`src/hw/eds_paging_pkg.sv`:
```
// Purpose: Shared constants and types for extended data window paging
// Assumes: 16-bit core data addresses, 24-bit extended addresses
// Notes: Register offsets are byte addresses on the plain register port

package window_paging_pkg;

   // ------------------------------------------------------------
   // Widths
   // ------------------------------------------------------------
   localparam int EA_W = 16;
   localparam int XA_W = 24;
   localparam int PAGE_W = 9;
   localparam int RPAGE_W = 10;
   localparam int RADDR_W = 8;
   localparam int RDATA_W = 16;
   localparam int OFFSET_W = 15;
   localparam int WINDOW_BIT = 15;
   localparam int VIEW_BIT = 9;

   // ------------------------------------------------------------
   // Register map
   // ------------------------------------------------------------
   localparam logic [7:0] REG_READ_PAGE = 8'h00;
   localparam logic [7:0] REG_WRITE_PAGE = 8'h04;
   localparam logic [7:0] REG_STATUS = 8'h08;
   localparam logic [7:0] REG_CLEAR = 8'h0C;
   localparam logic [7:0] REG_ENABLE = 8'h10;

   localparam logic [9:0] READ_PAGE_RESET = 10'h001;
   localparam logic [8:0] WRITE_PAGE_RESET = 9'h001;
   localparam logic [1:0] ENABLE_RESET = 2'h0;

   // Status bits
   localparam int ST_TRAP_BIT = 0;
   localparam int ST_WRAP_BIT = 1;
   localparam int ST_W = 2;

   // Pages up to this one map to extra internal RAM, above it to the
   // parallel master port; zero means no extra internal RAM.
   localparam logic [8:0] INTERNAL_PAGE_LAST = 9'h000;
   localparam logic [8:0] PAGE_ZERO = 9'h000;

   // ------------------------------------------------------------
   // Timing: wait cycles added beyond the first access cycle
   // ------------------------------------------------------------
   localparam logic [1:0] READ_EXTRA_WAIT = 2'h1;
   localparam logic [1:0] NO_WAIT = 2'h0;

   localparam logic [15:0] WINDOW_BASE = 16'h8000;

   typedef enum logic [1:0]
   {
      TGT_LOWER = 2'b00,
      TGT_INTERNAL = 2'b01,
      TGT_PMP = 2'b10,
      TGT_PROGRAM = 2'b11
   } target_e;

   typedef enum logic [0:0]
   {
      ST_IDLE = 1'b0,
      ST_BUSY = 1'b1
   } state_e;

endpackage

```
`src/hw/eds_address_former.sv`:
```
// Purpose: Forms a 24-bit address from a page and a 16-bit data address
// Assumes: Purely combinational, one instance per page register
// Notes: Below the window the page plays no part

`timescale 1ns/1ps

module window_address_former
   import window_paging_pkg::*;
(
   input wire logic [PAGE_W-1:0] page,
   input wire logic [EA_W-1:0] ea,
   output logic [XA_W-1:0] addr,
   output logic in_window,
   output logic page_zero
);

   always_comb
   begin
      in_window = ea[WINDOW_BIT];
      page_zero = (page == PAGE_ZERO);
      if (in_window)
      begin
         addr = {page, ea[OFFSET_W-1:0]};
      end
      else
      begin
         addr = {8'h00, ea};
      end
   end

endmodule

```
`src/hw/extended_data_space_paging.sv`:
```
// Purpose: Paged extended data window address generation and access timing
// Assumes: Core issues one access at a time and holds it until acc_ready
// Notes: Page registers, interrupt status, enable and clear on a plain port
//
// What this block does
// Window split into 32 Kbyte pages
// Program view reads use only read page
// Page joined with address gives 24 bits
// Reads prepend 9 read page bits
// Writes prepend 9 write page bits
// Page zero in window raises address trap
// Pages never change on pointer rollover
// Caller updates page across page boundaries
// Extended reads take one extra cycle
// Repeat reads: first two three cycles; here the first read takes two cycles, later ones one
// Extended writes take a single cycle
// No read-modify-write under repeat loops; not checked here, acc_rmw with acc_repeat is accepted
// Read-modify-write uses read page twice
// Caller loads page, sets pointer bit 15
// Reaches extra internal RAM and master port
// Below window both pages are ignored
// Read page bit 9 routes to program
// Post-increment wraps to window base
//
// The implementer's own choices: the register addresses and the strobed register port.

`timescale 1ns/1ps

module extended_data_space_paging
   import window_paging_pkg::*;
(
   input wire logic clock,
   input wire logic rst,
   input wire logic clock_enable,
   // Register port
   input wire logic [RADDR_W-1:0] reg_addr,
   input wire logic [RDATA_W-1:0] reg_wdata,
   input wire logic reg_wr,
   input wire logic reg_rd,
   output logic [RDATA_W-1:0] reg_rdata,
   // Access request from the core
   input wire logic acc_req,
   input wire logic acc_write,
   input wire logic acc_rmw,
   input wire logic acc_repeat,
   input wire logic acc_ptr_inc,
   input wire logic [1:0] acc_ptr_step,
   input wire logic [EA_W-1:0] acc_ea,
   output logic acc_ready,
   output logic acc_done,
   output logic [EA_W-1:0] next_pointer,
   // Memory side
   output logic mem_strobe,
   output logic mem_write,
   output logic [XA_W-1:0] mem_addr,
   output logic [1:0] mem_target,
   output logic addr_error_trap,
   output logic irq
);

   // ------------------------------------------------------------
   // State
   // ------------------------------------------------------------
   typedef struct packed
   {
      state_e state;
      logic [1:0] wait_cnt;
      logic in_repeat;
      logic [RPAGE_W-1:0] read_page;
      logic [PAGE_W-1:0] write_page;
      logic [ST_W-1:0] status;
      logic [ST_W-1:0] enable;
      logic [RDATA_W-1:0] rdata;
      logic strobe;
      logic write;
      logic [XA_W-1:0] addr;
      target_e target;
      logic trap;
      logic [EA_W-1:0] next_ptr;
   } core_s;

   localparam core_s CORE_RESET = '{
      state: ST_IDLE,
      wait_cnt: NO_WAIT,
      in_repeat: 1'b0,
      read_page: READ_PAGE_RESET,
      write_page: WRITE_PAGE_RESET,
      status: '0,
      enable: ENABLE_RESET,
      rdata: '0,
      strobe: 1'b0,
      write: 1'b0,
      addr: '0,
      target: TGT_LOWER,
      trap: 1'b0,
      next_ptr: '0
   };

   core_s r;
   core_s next_r;

   logic [XA_W-1:0] rd_addr;
   logic [XA_W-1:0] wr_addr;
   logic rd_window;
   logic wr_window;
   logic rd_page_zero;
   logic wr_page_zero;

   // ------------------------------------------------------------
   // Address formers
   // ------------------------------------------------------------
   // Both formers see the same address; picking one afterwards lets a
   // read-modify-write stay on the read page without a second path
   window_address_former u_read_former
   (
      .page(r.read_page[PAGE_W-1:0]),
      .ea(acc_ea),
      .addr(rd_addr),
      .in_window(rd_window),
      .page_zero(rd_page_zero)
   );

   window_address_former u_write_former
   (
      .page(r.write_page),
      .ea(acc_ea),
      .addr(wr_addr),
      .in_window(wr_window),
      .page_zero(wr_page_zero)
   );

   // ------------------------------------------------------------
   // Next state
   // ------------------------------------------------------------
   logic finishing;
   logic take;
   logic use_read_page;
   logic window;
   logic program_view;
   logic zero_page;
   logic [XA_W-1:0] sel_addr;
   logic [PAGE_W-1:0] sel_page;
   logic [EA_W:0] ptr_sum;

   always_comb
   begin
      next_r = r;
      next_r.strobe = 1'b0;
      next_r.trap = 1'b0;
      next_r.rdata = '0;

      finishing = (r.state == ST_BUSY) && (r.wait_cnt == NO_WAIT);
      take = acc_req && clock_enable && ((r.state == ST_IDLE) || finishing);

      // Read-modify-write takes its page from the read page both ways
      use_read_page = !acc_write || acc_rmw;
      window = acc_ea[WINDOW_BIT];
      program_view = use_read_page && window && r.read_page[VIEW_BIT];
      zero_page = use_read_page ? rd_page_zero : wr_page_zero;
      sel_addr = use_read_page ? rd_addr : wr_addr;
      sel_page = use_read_page ? r.read_page[PAGE_W-1:0] : r.write_page;
      ptr_sum = {1'b0, acc_ea} + {15'h0000, acc_ptr_step};

      // Timing of the access in flight
      if (r.state == ST_BUSY)
      begin
         if (r.wait_cnt != NO_WAIT)
         begin
            next_r.wait_cnt = r.wait_cnt - 2'h1;
         end
         else
         begin
            next_r.state = ST_IDLE;
         end
      end

      // Register port; clear applies before new events so a set wins
      if (reg_wr)
      begin
         case (reg_addr)
            REG_READ_PAGE: next_r.read_page = reg_wdata[RPAGE_W-1:0];
            REG_WRITE_PAGE: next_r.write_page = reg_wdata[PAGE_W-1:0];
            REG_CLEAR: next_r.status = r.status & ~reg_wdata[ST_W-1:0];
            REG_ENABLE: next_r.enable = reg_wdata[ST_W-1:0];
            default: next_r.status = next_r.status;
         endcase
      end
      if (reg_rd)
      begin
         case (reg_addr)
            REG_READ_PAGE: next_r.rdata = {6'h00, r.read_page};
            REG_WRITE_PAGE: next_r.rdata = {7'h00, r.write_page};
            REG_STATUS: next_r.rdata = {14'h0000, r.status};
            REG_ENABLE: next_r.rdata = {14'h0000, r.enable};
            default: next_r.rdata = '0;
         endcase
      end

      // New access
      if (take)
      begin
         next_r.state = ST_BUSY;
         next_r.write = acc_write && !acc_rmw;
         next_r.addr = sel_addr;
         next_r.in_repeat = acc_repeat;

         if (!window)
         begin
            next_r.target = TGT_LOWER;
         end
         else if (program_view)
         begin
            next_r.target = TGT_PROGRAM;
         end
         else if (sel_page <= INTERNAL_PAGE_LAST)
         begin
            next_r.target = TGT_INTERNAL;
         end
         else
         begin
            next_r.target = TGT_PMP;
         end

         // Page zero duplicates base memory, so it is refused
         if (window && zero_page && !program_view)
         begin
            next_r.trap = 1'b1;
            next_r.status[ST_TRAP_BIT] = 1'b1;
         end
         else
         begin
            next_r.strobe = 1'b1;
         end

         // Only extended reads pay the extra cycle; repeats pay it once
         if (window && use_read_page && !(acc_repeat && r.in_repeat))
         begin
            next_r.wait_cnt = READ_EXTRA_WAIT;
         end
         else
         begin
            next_r.wait_cnt = NO_WAIT;
         end

         // Pointer update; page registers are never touched here
         if (acc_ptr_inc && window && ptr_sum[EA_W])
         begin
            next_r.next_ptr = WINDOW_BASE | {1'b0, ptr_sum[OFFSET_W-1:0]};
            next_r.status[ST_WRAP_BIT] = 1'b1;
         end
         else if (acc_ptr_inc)
         begin
            next_r.next_ptr = ptr_sum[EA_W-1:0];
         end
         else
         begin
            next_r.next_ptr = acc_ea;
         end
      end
   end

   // ------------------------------------------------------------
   // Registers
   // ------------------------------------------------------------
   always_ff @(posedge clock)
   begin
      if (rst)
      begin
         r <= CORE_RESET;
      end
      else if (clock_enable)
      begin
         r <= next_r;
      end
   end

   // ------------------------------------------------------------
   // Outputs
   // ------------------------------------------------------------
   always_comb
   begin
      acc_done = (r.state == ST_BUSY) && (r.wait_cnt == NO_WAIT);
      acc_ready = (r.state == ST_IDLE) || acc_done;
      irq = |(r.status & r.enable);
      reg_rdata = r.rdata;
      next_pointer = r.next_ptr;
      mem_strobe = r.strobe;
      mem_write = r.write;
      mem_addr = r.addr;
      mem_target = r.target;
      addr_error_trap = r.trap;
   end

endmodule

```
`config.mk`:
```
export PLATFORM = sky130hd
export DESIGN_NAME = extended_data_space_paging
export DESIGN_NICKNAME = d
export VERILOG_FILES = /design/src/hw/eds_paging_pkg.sv /design/src/hw/eds_address_former.sv /design/src/hw/extended_data_space_paging.sv
export SDC_FILE = /design/constraint.sdc
export NUM_CORES = 1
export LEC_CHECK = 0
export BUFFER_PORTS_ARGS = -buffer_cell sky130_fd_sc_hd__clkbuf_2
export CAP_MARGIN = 10
export CORE_MARGIN = 4
export CORE_UTILIZATION = 45
export CTS_BUF_LIST = sky130_fd_sc_hd__clkbuf_2
export DETAILED_ROUTE_END_ITERATION = 6
export PLACE_DENSITY_LB_ADDON = 0.25
export SYNTH_ARGS = -nofsm -noshare
export SYNTH_HDL_FRONTEND = slang
export SYNTH_SLANG_ARGS = --single-unit
```
`constraint.sdc`:
```
create_clock -name clock -period 4.29 [get_ports clock]
set_input_delay 0.2145 -clock clock [delete_from_list [all_inputs] [get_ports clock]]
set_output_delay 0.2145 -clock clock [all_outputs]
set_load 0.01 [all_outputs]
```
==> impl_results.md <==
* Final Non-Filler Cells at 665
* Number of synthesized flops with an enable pin at 0
* Post-Route Skew at 0.0304 ns
* Combinational share of power at 0.139
* Final setup TNS at 0 ns
* FMAX at 385 MHz
* Initial antenna violation count at 0
* Flop pwr share at 0.553
* H-tree Lvls at 3
* Crit share post-route at 0.605
* Post-synthesis compound-gate area fraction at 0.138
* Worst-skew pair later-pin latency at 0.55 ns
* Final hold violations at 0
* Global route total overflow at 0
* Post-CTS Setup Inserts at 0
* Hold WC Path Type: in2reg
* Rows at 34
* Sequential area share after synthesis at 0.391
* Post-DP HPWL at 7520 um
* Ys async rst share at 0
* Synthesized-area fraction occupied by adder cells at 0.0137
* Synth Area in Simple Gates at 0.198
* Outcome: complete, no violations
* Fillers at 861
* Die height at 105 um
* Clock power share at 0.307
* Commonest cells post-synth: dfxtp_1 (82), buf_4 (60), nor2_1 (58)
* Final slew viol count at 0
* Synth cell types at 56
* Cell taking the most area after synthesis: dfxtp_1
* CTS tree: yes
* Avg Inst Size Synth at 8.58 um2
* Internal power at 1010 uW
* Most frequent cell after synthesis: dfxtp_1
* Core area at 8890 um2
* Pwr/cell area at 303 nW/um2
* DRC violations left at 0
* TritonCTS buffer count at 9
* Critical path class: reg2reg
* DR pass1 iterations at 4
* Largest net degree at the start of global routing at 80
* Area share of xor/xnor cells in the synthesized design at 0.0230
* Initial core utilization at 0.472
* Largest family of logic cells by synthesized area: simple AND/OR/NAND/NOR gates
* WL per Instance at 16.1 um
* I/O Pins at 116
* Peak VDD IR at 176 uV
* Area growth, synth to finish at 13.2%
* Sw frac at 0.296
* RSZ-0062 raised after global routing: no
* Crit. End Element: flop
* Port Buffers at 103
* Placed instance count at 620
* Ratio of cells with drive above 1 in the final layout at 0.244
* Worst slew margin at 0.314
* #FFs+latches synth at 82
* Nets at 608
* Crit path max fanout at 29
* Top cells by area, synth: dfxtp_1 (39%), buf_4 (11%), mux2i_1 (6.9%), nor2_1 (5.2%), nand2_1 (4.7%)
* ANT cells at 0
* Post-Syn Instances at 489
* Die Width at 105 um
* Synth top area share at 0.391
* Clock-pin slew on the worst setup and hold paths at 0.24 ns
* Root Driver: clkbuf_2
* CP arrival at 3.07 ns
* Full die area at 10,900 um2
* Total GRT Usage at 0.195
* Total of max-cap violations at 0
* Fin util at 0.534
* P_leak at 0.00194 uW
* Clock buffer depth at 2
* Number of setup violations in the final report at 0
* DR vias at 3,594
* Synth Flop Type: dfxtp_1
* Tightest Pin Transition at 1.03 ns
* DR vias/cell at 5.40
* Post-Syn Area at 4200 um2
* Worst Path Required at 4.76 ns
* Routability cong. at 0.861
* # clock sinks at 82
* DR iter-0 viols at 181
* DRT Wirelength at 10,700 um
* First-pass GRT wire length at 17,500 um
* Total net switching power at 426 uW
* Critical path startpoint category: flop
* Tmin final at 2.59 ns
* Post-route ant nets at 0
* Yosys Warn Count at 0
* Vias in the first global route at 3,497
* Mux cell area share after synthesis at 0.0880
worst max-delay path: stages (launching register included):
cell and delay (ns):
dfxtp_1 0.40, inv_1 0.06, ha_1 0.23, nor2b_1 0.37, clkinv_1 0.35, nand2_1 0.84
nand2_1 0.11, a21oi_1 0.19
registers in the layout, summed over array words and instances (netlist names):
signal / cells
next_pointer: 16
mem_addr: 24
mem_strobe: 1
reg_rdata: 10
addr_error_trap: 1
mem_write: 1
mem_target: 2
r: 27
final timing paths:
check             slack, ns                      from  depth (start not counted)                         to
setup / recovery       1.70        r[85]$_SDFFE_PP0P_                          7   mem_addr[0]$_SDFFE_PP0P_
hold / removal         0.04                    reg_rd                          3  reg_rdata[1]$_SDFFE_PP0P_
setup reg to reg       1.70        r[85]$_SDFFE_PP0P_                          7   mem_addr[0]$_SDFFE_PP0P_
hold reg to reg        0.47  mem_addr[7]$_SDFFE_PP0P_                          2   mem_addr[7]$_SDFFE_PP0P_
what timing repair did:
item / in CTS / in global routing
hold buffers: 29 / 0
resized for setup: 0 / 0
hold endpoints to repair: 47 / 0
logic make-up after synthesis:
family,count (synthesis)
xor+xnor,11
flops,82
buf+inv,101
mux,36
fa+ha+maj,4
compound gates,83
other cells,1
simple gates,171
final cells by class:
cell class                 count  area [um2]  area share
timing repair buffer         134         821       0.173
multi-input combinational    311        1970       0.415
sequential                    82        1640       0.346
clock inverter                 7        83.8      0.0176
clock buffer                   9        45.0     0.00948
inverter                      14        52.6      0.0111
tap                          108         135      0.0284
through the flow:
| stage | power [uW] | hold slack [ns] | setup WS, ns | area, um2 |
|---|---|---|---|---|
| 6_report | 1440 | 0.0366 | 1.70 | 4750 |
| 5_1_grt | 1510 | 0.0208 | 1.31 | 4750 |
| 4_1_cts | 1450 | 0.0128 | 1.69 | 4750 |
| 3_5_place_dp | 989 | 0.448 | 1.70 | 4330 |
| 3_3_place_gp | 984 | 0.442 | 1.81 | 4330 |
| 2_1_floorplan | 943 | 0.345 | 2.38 | 4220 |
cell usage in the layout (no fill, tap or decap), drive strengths merged, types with 3 or more instances in the layout:
master       instances
nor2b                4
mux2                 7
and4                 5
o21ai                4
nand4                7
inv                 15
nand3b               3
nor4                11
clkinv               4
ha                   3
nand2               53
a211oi              12
nor3                 7
a22oi                7
dlygate4sd3         29
nand3               10
a2bb2oi              9
xnor2                7
nor2                58
xor2                 4
dfxtp               82
mux2i               29
nand2b               3
a21oi               28
o32a                 3
clkbuf             112
conb                 6
power by group through the flow:
stage / clock network (uW) / logic (uW) / registers, uW
floorplan: 0 / 135 / 808
global placement: 0 / 174 / 810
detailed placement: 0 / 178 / 811
CTS: 456 / 199 / 797
global route: 486 / 222 / 800
finish: 442 / 201 / 796
layer usage:
layer | routed length, um | GRT usage | vias to the layer above | part of all wire
li1 | - | - | 1781 | -
met2 | 4950 | 0.310 | 112 | 0.46
met4 | 272 | 0.0665 | 0 | 0.025
met1 | 4830 | 0.257 | 1672 | 0.45
met5 | 0 | 0 | - | 0
met3 | 622 | 0.0561 | 29 | 0.058
Note: power is estimated with default switching activity, not from simulation.
